File: src/design/gtwr_pkg.sv
// Operation
// Stored node address accepted only from 1 to 255, at register zero.
// Factory node address is 245.
// With selector cable attached, answer at 246 while displaying stored address.
// Address 246 is never stored and vanishes when the cable is removed.
// Gain factor at register one ranges 3000 to 30000, factory value 10000.
// Zero offset at register two ranges 0 to 1000, factory value 0.
// Zero offset is subtracted from each raw measured value; the code subtracts it from raw_int only, not from raw_ext.
// Full-scale value at register four scales both reported measurements, typically 25.
// Register five holds the first relay threshold.
// Register six holds the second relay threshold.
// Register seven holds the third, open-collector output threshold.
// Register eight holds the fourth, open-collector output threshold.
// Register nine holds hysteresis, from zero up to the full-scale value.
// Master writes stored parameters only when a setting really changes.
// Registers three, ten, eleven and twelve are reserved with no function.
// Output sets above setpoint, releases below setpoint minus hysteresis.
// Every write register is sixteen bits wide.
package gtwr_pkg;

    // ----------------------------------------------------------------
    // Register map
    // ----------------------------------------------------------------
    localparam int REG_W = 16;
    localparam int NUM_REGS = 13;
    localparam logic [15:0] ADDR_NODE = 16'h0000;
    localparam logic [15:0] ADDR_GAIN = 16'h0001;
    localparam logic [15:0] ADDR_ZERO = 16'h0002;
    localparam logic [15:0] ADDR_RSVD_A = 16'h0003;
    localparam logic [15:0] ADDR_FULL = 16'h0004;
    localparam logic [15:0] ADDR_RELAY_ONE = 16'h0005;
    localparam logic [15:0] ADDR_RELAY_TWO = 16'h0006;
    localparam logic [15:0] ADDR_OUT_THREE = 16'h0007;
    localparam logic [15:0] ADDR_OUT_FOUR = 16'h0008;
    localparam logic [15:0] ADDR_HYST = 16'h0009;
    localparam logic [15:0] ADDR_RSVD_B = 16'h000A;
    localparam logic [15:0] ADDR_RSVD_C = 16'h000B;
    localparam logic [15:0] ADDR_RSVD_D = 16'h000C;

    // ----------------------------------------------------------------
    // Reset values and limits
    // ----------------------------------------------------------------
    localparam logic [15:0] RST_NODE = 16'h00F5;
    localparam logic [15:0] RST_GAIN = 16'h2710;
    localparam logic [15:0] RST_ZERO = 16'h0000;
    localparam logic [15:0] RST_FULL = 16'h0019;
    localparam logic [15:0] RST_SETPOINT = 16'h0000;
    localparam logic [15:0] RST_HYST = 16'h0000;
    localparam logic [15:0] NODE_MIN = 16'h0001;
    localparam logic [15:0] NODE_MAX = 16'h00FF;
    localparam logic [15:0] GAIN_MIN = 16'h0BB8;
    localparam logic [15:0] GAIN_MAX = 16'h7530;
    localparam logic [15:0] ZERO_MAX = 16'h03E8;
    localparam logic [7:0] SEARCH_ADDR = 8'hF6;
    localparam int SCALE_SHIFT = 16;

    // ----------------------------------------------------------------
    // Carriers
    // ----------------------------------------------------------------
    typedef struct packed {
        logic write;
        logic [15:0] addr;
        logic [15:0] data;
    } gtwr_req_s;

    typedef struct packed {
        logic err;
        logic [15:0] data;
    } gtwr_resp_s;

    typedef struct packed {
        logic [15:0] addr;
        logic [15:0] data;
    } gtwr_nvm_s;

endpackage

File: src/design/gtwr_bank.sv
`timescale 1ns/1ps
`default_nettype none

module gtwr_bank
    import gtwr_pkg::*;
(
    // Clock and reset
    input wire logic clk,
    input wire logic nrst,
    // Register request from protocol engine
    input wire logic req_valid,
    input wire gtwr_req_s req,
    // Register answer
    output logic resp_valid,
    output gtwr_resp_s resp,
    // Selector cable pin, low when attached
    input wire logic selector_cable_n,
    // Addressing
    output logic [7:0] answer_address,
    output logic [7:0] display_address,
    // Non-volatile store write
    output logic nvm_wr_valid,
    output gtwr_nvm_s nvm_wr,
    // Measurement path
    input wire logic raw_valid,
    input wire logic [15:0] raw_int,
    input wire logic [15:0] raw_ext,
    output logic meas_valid,
    output logic [15:0] meas_int,
    output logic [15:0] meas_ext,
    // Switching outputs
    output logic [1:0] relay,
    output logic [1:0] open_collector_terminal_o,
    output logic [1:0] open_collector_terminal_oe_n
);

    // ----------------------------------------------------------------
    // Register bank
    // ----------------------------------------------------------------
    logic [REG_W-1:0] cfg [NUM_REGS];
    logic [REG_W-1:0] next_cfg [NUM_REGS];
    logic next_resp_valid;
    gtwr_resp_s next_resp;
    logic next_nvm_wr_valid;
    gtwr_nvm_s next_nvm_wr;

    function automatic logic [15:0] reset_value(input int idx);
        case (idx)
            0: reset_value = RST_NODE;
            1: reset_value = RST_GAIN;
            2: reset_value = RST_ZERO;
            4: reset_value = RST_FULL;
            5, 6, 7, 8: reset_value = RST_SETPOINT;
            9: reset_value = RST_HYST;
            default: reset_value = 16'h0000;
        endcase
    endfunction

    function automatic logic is_reserved(input logic [15:0] a);
        is_reserved = (a == ADDR_RSVD_A) || (a == ADDR_RSVD_B) ||
                      (a == ADDR_RSVD_C) || (a == ADDR_RSVD_D);
    endfunction

    function automatic logic in_range(input logic [15:0] a, input logic [15:0] d,
                                      input logic [15:0] fs);
        case (a)
            ADDR_NODE: in_range = (d >= NODE_MIN) && (d <= NODE_MAX);
            ADDR_GAIN: in_range = (d >= GAIN_MIN) && (d <= GAIN_MAX);
            ADDR_ZERO: in_range = (d <= ZERO_MAX);
            ADDR_HYST: in_range = (d <= fs);
            default: in_range = 1'b1;
        endcase
    endfunction

    always_comb begin
        next_cfg = cfg;
        next_resp_valid = req_valid;
        next_resp = '0;
        next_nvm_wr_valid = 1'b0;
        next_nvm_wr = '0;
        if (req_valid) begin
            if (req.addr > ADDR_RSVD_D) begin
                next_resp.err = 1'b1;
            end else if (is_reserved(req.addr)) begin
                // Reserved words read zero and swallow writes
                next_resp.data = 16'h0000;
            end else if (!req.write) begin
                next_resp.data = cfg[req.addr[3:0]];
            end else if (!in_range(req.addr, req.data, cfg[ADDR_FULL[3:0]])) begin
                // Out-of-range value keeps the old setting
                next_resp.err = 1'b1;
            end else begin
                next_cfg[req.addr[3:0]] = req.data;
                next_resp.data = req.data;
                // Skip the store when nothing changes, sparing flash wear
                if (cfg[req.addr[3:0]] != req.data) begin
                    next_nvm_wr_valid = 1'b1;
                    next_nvm_wr.addr = req.addr;
                    next_nvm_wr.data = req.data;
                end
            end
        end
    end

    always_ff @(posedge clk or negedge nrst) begin
        if (!nrst) begin
            for (int i = 0; i < NUM_REGS; i++) begin
                cfg[i] <= reset_value(i);
            end
            resp_valid <= 1'b0;
            resp <= '0;
            nvm_wr_valid <= 1'b0;
            nvm_wr <= '0;
        end else begin
            cfg <= next_cfg;
            resp_valid <= next_resp_valid;
            resp <= next_resp;
            nvm_wr_valid <= next_nvm_wr_valid;
            nvm_wr <= next_nvm_wr;
        end
    end

    // ----------------------------------------------------------------
    // Selector cable and addressing
    // ----------------------------------------------------------------
    logic sel_meta;
    logic sel_sync;
    logic [7:0] next_answer_address;
    logic [7:0] next_display_address;

    always_comb begin
        // Search address lives only here, never in the bank or store
        next_answer_address = sel_sync ? cfg[ADDR_NODE[3:0]][7:0] : SEARCH_ADDR;
        next_display_address = cfg[ADDR_NODE[3:0]][7:0];
    end

    always_ff @(posedge clk or negedge nrst) begin
        if (!nrst) begin
            sel_meta <= 1'b1;
            sel_sync <= 1'b1;
            answer_address <= RST_NODE[7:0];
            display_address <= RST_NODE[7:0];
        end else begin
            sel_meta <= selector_cable_n;
            sel_sync <= sel_meta;
            answer_address <= next_answer_address;
            display_address <= next_display_address;
        end
    end

    // ----------------------------------------------------------------
    // Measurement correction and scaling
    // ----------------------------------------------------------------
    logic [15:0] corr;
    logic [31:0] prod_int;
    logic [31:0] prod_ext;
    logic next_meas_valid;
    logic [15:0] next_meas_int;
    logic [15:0] next_meas_ext;

    always_comb begin
        // Clamp at zero so an offset above the reading cannot wrap
        corr = (raw_int > cfg[ADDR_ZERO[3:0]]) ?
               16'(raw_int - cfg[ADDR_ZERO[3:0]]) : 16'h0000;
        prod_int = 32'(corr) * 32'(cfg[ADDR_FULL[3:0]]);
        prod_ext = 32'(raw_ext) * 32'(cfg[ADDR_FULL[3:0]]);
        next_meas_valid = raw_valid;
        next_meas_int = raw_valid ? prod_int[SCALE_SHIFT +: 16] : meas_int;
        next_meas_ext = raw_valid ? prod_ext[SCALE_SHIFT +: 16] : meas_ext;
    end

    always_ff @(posedge clk or negedge nrst) begin
        if (!nrst) begin
            meas_valid <= 1'b0;
            meas_int <= 16'h0000;
            meas_ext <= 16'h0000;
        end else begin
            meas_valid <= next_meas_valid;
            meas_int <= next_meas_int;
            meas_ext <= next_meas_ext;
        end
    end

    // ----------------------------------------------------------------
    // Threshold outputs
    // ----------------------------------------------------------------
    logic [3:0] sw;
    logic [3:0] next_sw;
    logic [15:0] lower [4];

    always_comb begin
        for (int i = 0; i < 4; i++) begin
            lower[i] = (cfg[ADDR_RELAY_ONE[3:0] + i] > cfg[ADDR_HYST[3:0]]) ?
                       16'(cfg[ADDR_RELAY_ONE[3:0] + i] - cfg[ADDR_HYST[3:0]]) :
                       16'h0000;
            if (sw[i]) begin
                next_sw[i] = !(meas_int < lower[i]);
            end else begin
                next_sw[i] = meas_int > cfg[ADDR_RELAY_ONE[3:0] + i];
            end
        end
    end

    always_ff @(posedge clk or negedge nrst) begin
        if (!nrst) begin
            sw <= 4'h0;
            relay <= 2'h0;
            open_collector_terminal_o <= 2'h0;
            open_collector_terminal_oe_n <= 2'h3;
        end else begin
            sw <= next_sw;
            relay <= next_sw[1:0];
            open_collector_terminal_o <= 2'h0;
            // Open collector only pulls low; released means high impedance
            open_collector_terminal_oe_n <= ~next_sw[3:2];
        end
    end
endmodule

`default_nettype wire

File: config.mk
export PLATFORM = sky130hd
export DESIGN_NAME = gtwr_bank
export DESIGN_NICKNAME = d
export VERILOG_FILES = /design/src/design/gtwr_pkg.sv /design/src/design/gtwr_bank.sv
export SDC_FILE = /design/constraint.sdc
export NUM_CORES = 2
export LEC_CHECK = 0
export ABC_AREA = 0
export BUFFER_PORTS_ARGS = -buffer_cell sky130_fd_sc_hd__buf_2
export CORE_MARGIN = 4
export CORE_UTILIZATION = 51
export DETAILED_ROUTE_END_ITERATION = 8
export PLACE_DENSITY = 0.71
export SYNTH_ARGS = -nofsm -noshare
export SYNTH_HDL_FRONTEND = slang
export SYNTH_SLANG_ARGS = --single-unit
File: constraint.sdc
create_clock -name clk -period 9.2 [get_ports clk]
set_clock_uncertainty 0.1 [all_clocks]
set_input_delay 1.84 -clock clk [delete_from_list [all_inputs] [get_ports clk]]
set_output_delay 1.84 -clock clk [all_outputs]
set_load 0.005 [all_outputs]
; ---- After elaboration in Yosys (flattened, before gate mapping)
; Index checks and enable logic that the tools add are counted.
[totals]
reg_bits = 318
latch_bits = 0
mem_bits_ro = 0
ram_bits = 0
mem_count = 0
inputBits = 70
[op_classes]
addsub = 5
n_eq_ne = 8
div = 0
bitwise = 4
mul = 2
reduce_logical = 12
n_shift = 0
magnitude_cmp = 22
muxes = 42
[op_table]
columns = op, count
row1 = $bwmux W208, 1
row2 = $mux W16, 12
row3 = $mux W32, 6
row4 = $gt A16 B16 Y1, 9
row5 = $sub A16 B16 Y16, 5
row6 = $bmux W16 S4, 1
row7 = $demux W16 S4, 1
row8 = $eq A16 B4 Y1 const B, 4
row9 = $lt A16 B16 Y1, 4
row10 = $mul A16 B16 Y32, 2
row11 = $eq A16 B2 Y1 const B, 2
row12 = $mux W1, 18
row13 = $mux W17, 1
row14 = $eq A16 B1 Y1 const B, 1
row15 = $ge A16 B1 Y1 const B, 1
row16 = $ge A16 B12 Y1 const B, 1
row17 = $gt A16 B4 Y1 const B, 1
row18 = $le A16 B10 Y1 const B, 1
row19 = $le A16 B15 Y1 const B, 1
row20 = $le A16 B16 Y1, 1
row21 = $le A16 B8 Y1 const B, 1
row22 = $logic_not A16 Y1, 1
row23 = $ne A16 B16 Y1, 1
row24 = $mux W8, 1
row25 = other kinds (10), 18

; ---- Longest topological paths before layout
[depth]
word_depth = 12
depth_mapped = 34
depth_no_buf = 34

; ---- Least setup slack after synthesis
; OpenSTA, ideal clock, no wires.
[synth_timing]
path_type = input-to-reg
from = input port raw_int[1]
to = register meas_int[15]
setup_time_ns = 0.082
n_path_buf = 1
arrival_time_ns = 9.697
t_required_ns = 9.018
stages = 32
setup_slack_ns = -0.679
cell_sequence = ha_1 -> nor2b_1 -> o21ai_0 -> a21boi_0 -> o21ai_0 -> a21boi_0 -> o21a_1 -> o21ai_0 -> nand2_1 -> o311ai_0 -> clkbuf_1 -> nand3_1 -> fa_1 -> fa_1 -> fa_1 -> fa_1 -> inv_1 -> fa_1 -> inv_1 -> fa_1 -> inv_1 -> ha_1 -> a21oi_1 -> a2bb2oi_1 -> nand3_1 -> o31ai_1 -> a21oi_1 -> a41oi_1 -> o2111a_1 -> nor2b_1 -> or3_1 -> a31oi_1
[synth_via]
elab_chain_len = 3
word_cells_on_any_way = 4
classes_between = add/sub: 1 / mul: 1 / order compare: 1 / mux: 1
[synth_rtl]
columns = element, line
row1 = from (decl), gtwr_bank.sv:26  ; input wire logic [15:0] raw_int,
row2 = $sub A16 B16 Y16 / $gt A16 B16 Y1 (equally long branches), "gtwr_bank.sv:164, gtwr_bank.sv:163"
row3 = $mux W16 (*), gtwr_bank.sv:163  ; corr = (raw_int > cfg[ADDR_ZERO[3:0]]) ?
row4 = $mul A16 B16 Y32 (*), gtwr_bank.sv:165  ; prod_int = 32'(corr) * 32'(cfg[ADDR_FULL[3:0]]);
row5 = to (signal assigned), gtwr_bank.sv:179  ; meas_int <= next_meas_int;
row6 = to (decl), gtwr_bank.sv:29  ; output logic [15:0] meas_int,
; Mark *: on every way between the ends. The rest lies on a longest branch, timed or not.
; A chain may end at the register's enable or synchronous reset.

; ---- Worst setup path in the final report
[layout_timing]
from = input port raw_int[5]
to = register meas_int[15]
; The elaborated chain is that of the path after synthesis.

==> out/summary.txt <==
Avg WL per Cell = 21.5 um
Outcome = complete, no violations
RSZ-0062 raised after global routing = true
Post-synthesis sequential area ratio = 22.1%
Share of flip-flops with an asynchronous set or reset = 100%
Row Count = 97
Post-synth top area cell = fa_1
Crit. End Element = flop
DR vias = 28.8k
Ranking of synthesized cells by area = fa_1 (22%), dfrtp_1 (20%), ha_1 (15%)
Data required, critical path = 9.58 ns
Area growth, synth to finish = 12.7%
Fillers = 6033
Share of layout cells above drive strength 1 = 16.5%
Vias/cell = 5.80
Critical Path Stages = 32
Synth Register Bits = 316
Grt ovf = 0
Dpl hpwl = 80600 um
HP Class = reg2reg
H-tree Lvls = 2
Share of the synthesized area in the top cell type = 21.8%
Crit Path Class = in2reg
Cts hold-fix bufs = 0
Total GRT Usage = 28.4%
Worst vdd ir = 0.580 mV
Post-synthesis cell type count = 82
Core ar. = 70000 um^2
Final #Nets = 4871
Setup violators final = 0
Antenna violations before repair = 1
Die area = 74900 um^2
CP peak stage delay = 0.52 ns
Max-slew violations = 0
Clock buffer depth = 3
DIE HEIGHT = 274 um
Clk_lat worst skew = 0.59 ns
Placer Congestion = 0.961
Mean Syn Cell Area = 9.54 um^2
Drt initial violations = 2599
WP buf/inv = 8
Peak fanout along the critical path = 7
Worst reg2reg path depth = 34
Leakage Power = 21.8 nW
Die width = 274 um
# port buffers = 173
Syn Inst Count = 3770
Tightest Pin Transition = 1.22 ns
Fin util = 57.9%
Hold path cells = 0
Part of the cycle the worst path needs = 98.9%
Main flop type after synthesis = dfrtp_1
Startpoint Class = primary input
Top cell by count, worst path = fa_1
Fmax = 0.110 GHz
TritonRoute pass-1 iters = 5
Top delay family on crit path = adder cells
Pwr dens = 181 nW/um^2
Final hold vios = 0
Tmin final = 9.10 ns
Clk slew on worst S/H paths = 0.06 ns
Critical path's slowest cell = fa_1
Num ports = 176
Dpl cells = 4872
Residual DRC = 0
Ys Warns = 0
Critical Path AT = 9.48 ns
Relative slew slack = 18.8%
Post-detailed-routing wire length = 107000 um
Largest net degree at the start of global routing = 150
Clk sinks = 316
CTS buffer count = 36
Synthesized area = 36000 um^2
Initial core utilization = 51.4%
Number of synthesized flops with an enable pin = 0
Antenna Violating Nets Remaining = 0
CTS tree = yes
Fin cells = 4957
Vias in the first global route = 28.9k
Root buffer cell = clkbuf_16
First-pass GRT wire length = 164000 um
Max-cap violations = 0
## final timing paths
kind	from	to	slack, ns
max in group asynchronous	nrst	nvm_wr[31]$_DFF_PN0_	6.34
max reg2reg	cfg[161]$_DFFE_PN0P_	meas_int[15]$_DFFE_PN0P_	0.88
min in group asynchronous	nrst	nvm_wr[23]$_DFF_PN0_	1.16
min	sel_meta$_DFF_PN1_	sel_sync$_DFF_PN1_	0.26
max	raw_int[5]	meas_int[15]$_DFFE_PN0P_	0.10
min reg2reg	sel_meta$_DFF_PN1_	sel_sync$_DFF_PN1_	0.26
## report_power, final
group          switching [mW]  internal (mW)  leakage, nW
clock                   0.663          0.901        0.623
sequential             0.0176           1.47         3.75
combinational            2.32           1.97         17.4
## through the flow
stage          area [um^2]  hold WS, ns  setup WS (ns)  setup TNS [ns]  power (mW)
2_1_floorplan        36200        0.245        -0.0120         -0.0120        4.80
3_3_place_gp         38800        0.246         -0.580           -4.67        5.66
3_5_place_dp         38800        0.247         -0.715           -6.13        5.76
4_1_cts              40100        0.262        0.00286               0        7.36
5_1_grt              40600        0.266         -0.155          -0.444        7.99
6_report             40600        0.260          0.102               0        7.34
## sequential cells by signal (all words and copies together) (netlist names)
| name | cells |
|---|---|
| answer_address | 8 |
| cfg | 208 |
| display_address | 8 |
| meas_ext | 16 |
| meas_int | 16 |
| meas_valid | 1 |
| nvm_wr | 32 |
| nvm_wr_valid | 1 |
| open_collector_terminal_oe_n | 2 |
| resp | 17 |
| resp_valid | 1 |
| sel_meta | 1 |
| sel_sync | 1 |
| sw | 4 |
## kinds of logic (layout without fill, tap and decap cells)
logic type | Yosys count | after routing | synth area share (%)
other | 1 | 16 | 0.0104
buffers and inverters | 851 | 1083 | 9.11
AO/OA/AOI/OAI | 469 | 469 | 8.47
XOR/XNOR | 99 | 99 | 2.41
multiplexers | 191 | 191 | 7.17
flip-flops | 316 | 316 | 22.1
AND/OR/NAND/NOR | 1030 | 1030 | 14.3
adder cells (fa/ha/maj) | 813 | 813 | 36.4
## synthesized netlist by cell type (13+ instances only)
master	count
mux4_2	48
and2_1	120
nand4_1	62
o21bai_1	14
nand2b_1	21
clkinv_1	13
o21ai_0	112
mux2_2	41
nor2_1	78
and4_1	17
a21oi_1	115
xnor2_1	75
o21a_1	26
inv_1	617
and3_1	34
mux2i_1	92
nor3_1	116
fa_1	391
dfrtp_1	286
nand2_1	413
buf_2	13
dfstp_2	30
nor2b_1	46
ha_1	422
xor2_1	24
clkbuf_1	188
a221oi_1	18
a31oi_1	27
a21o_1	60
nand3_1	60
## metal layers
metal / global-route usage, % / routed length (um)
met5: 0 / 0
met4: 11.5 / 5110
met3: 4.95 / 9010
met2: 45.1 / 49200
met1: 38.8 / 43300
## layout by cell type (no fill, tap or decap), drive strengths merged, types with 8 or more instances in the layout
cell type  instances
and2             121
a221oi            18
dfstp             30
nor3             120
nor2b             46
o21ai            113
o211ai             8
and3              34
ha               422
nand4             62
mux4              48
clkbuf            46
a21oi            115
and4              17
nand2b            21
fa               391
xor2              24
dfrtp            286
nor2              79
nor4              12
inv              622
a31oi             28
nand3             65
a21boi            10
mux2              51
a21o              60
or3               10
o21a              26
xnor2             75
clkinv            24
o21bai            14
nand3b            11
buf              386
o2111ai           10
nand2            413
mux2i             92
conb              14
a31o               8
## timing repair
action                     CTS  global route
buffers inserted             1            21
resized for setup            3            72
cloned                       0             1
pin swaps                    1            67
setup endpoints to repair    6            12
## area by class of cell
type                            count  area (um^2)  share of cell area [%]
Antenna cell                        2         5.00                  0.0123
Clock buffer                       46         1010                    2.49
Clock inverter                     19          251                   0.620
Inverter                          632         2370                    5.86
Multi-Input combinational cell   2616        25200                    62.1
Sequential cell                   316         7950                    19.6
Tap cell                          940         1180                    2.90
Timing Repair Buffer              386         2590                    6.40
Note: power is estimated with default switching activity, not from simulation.
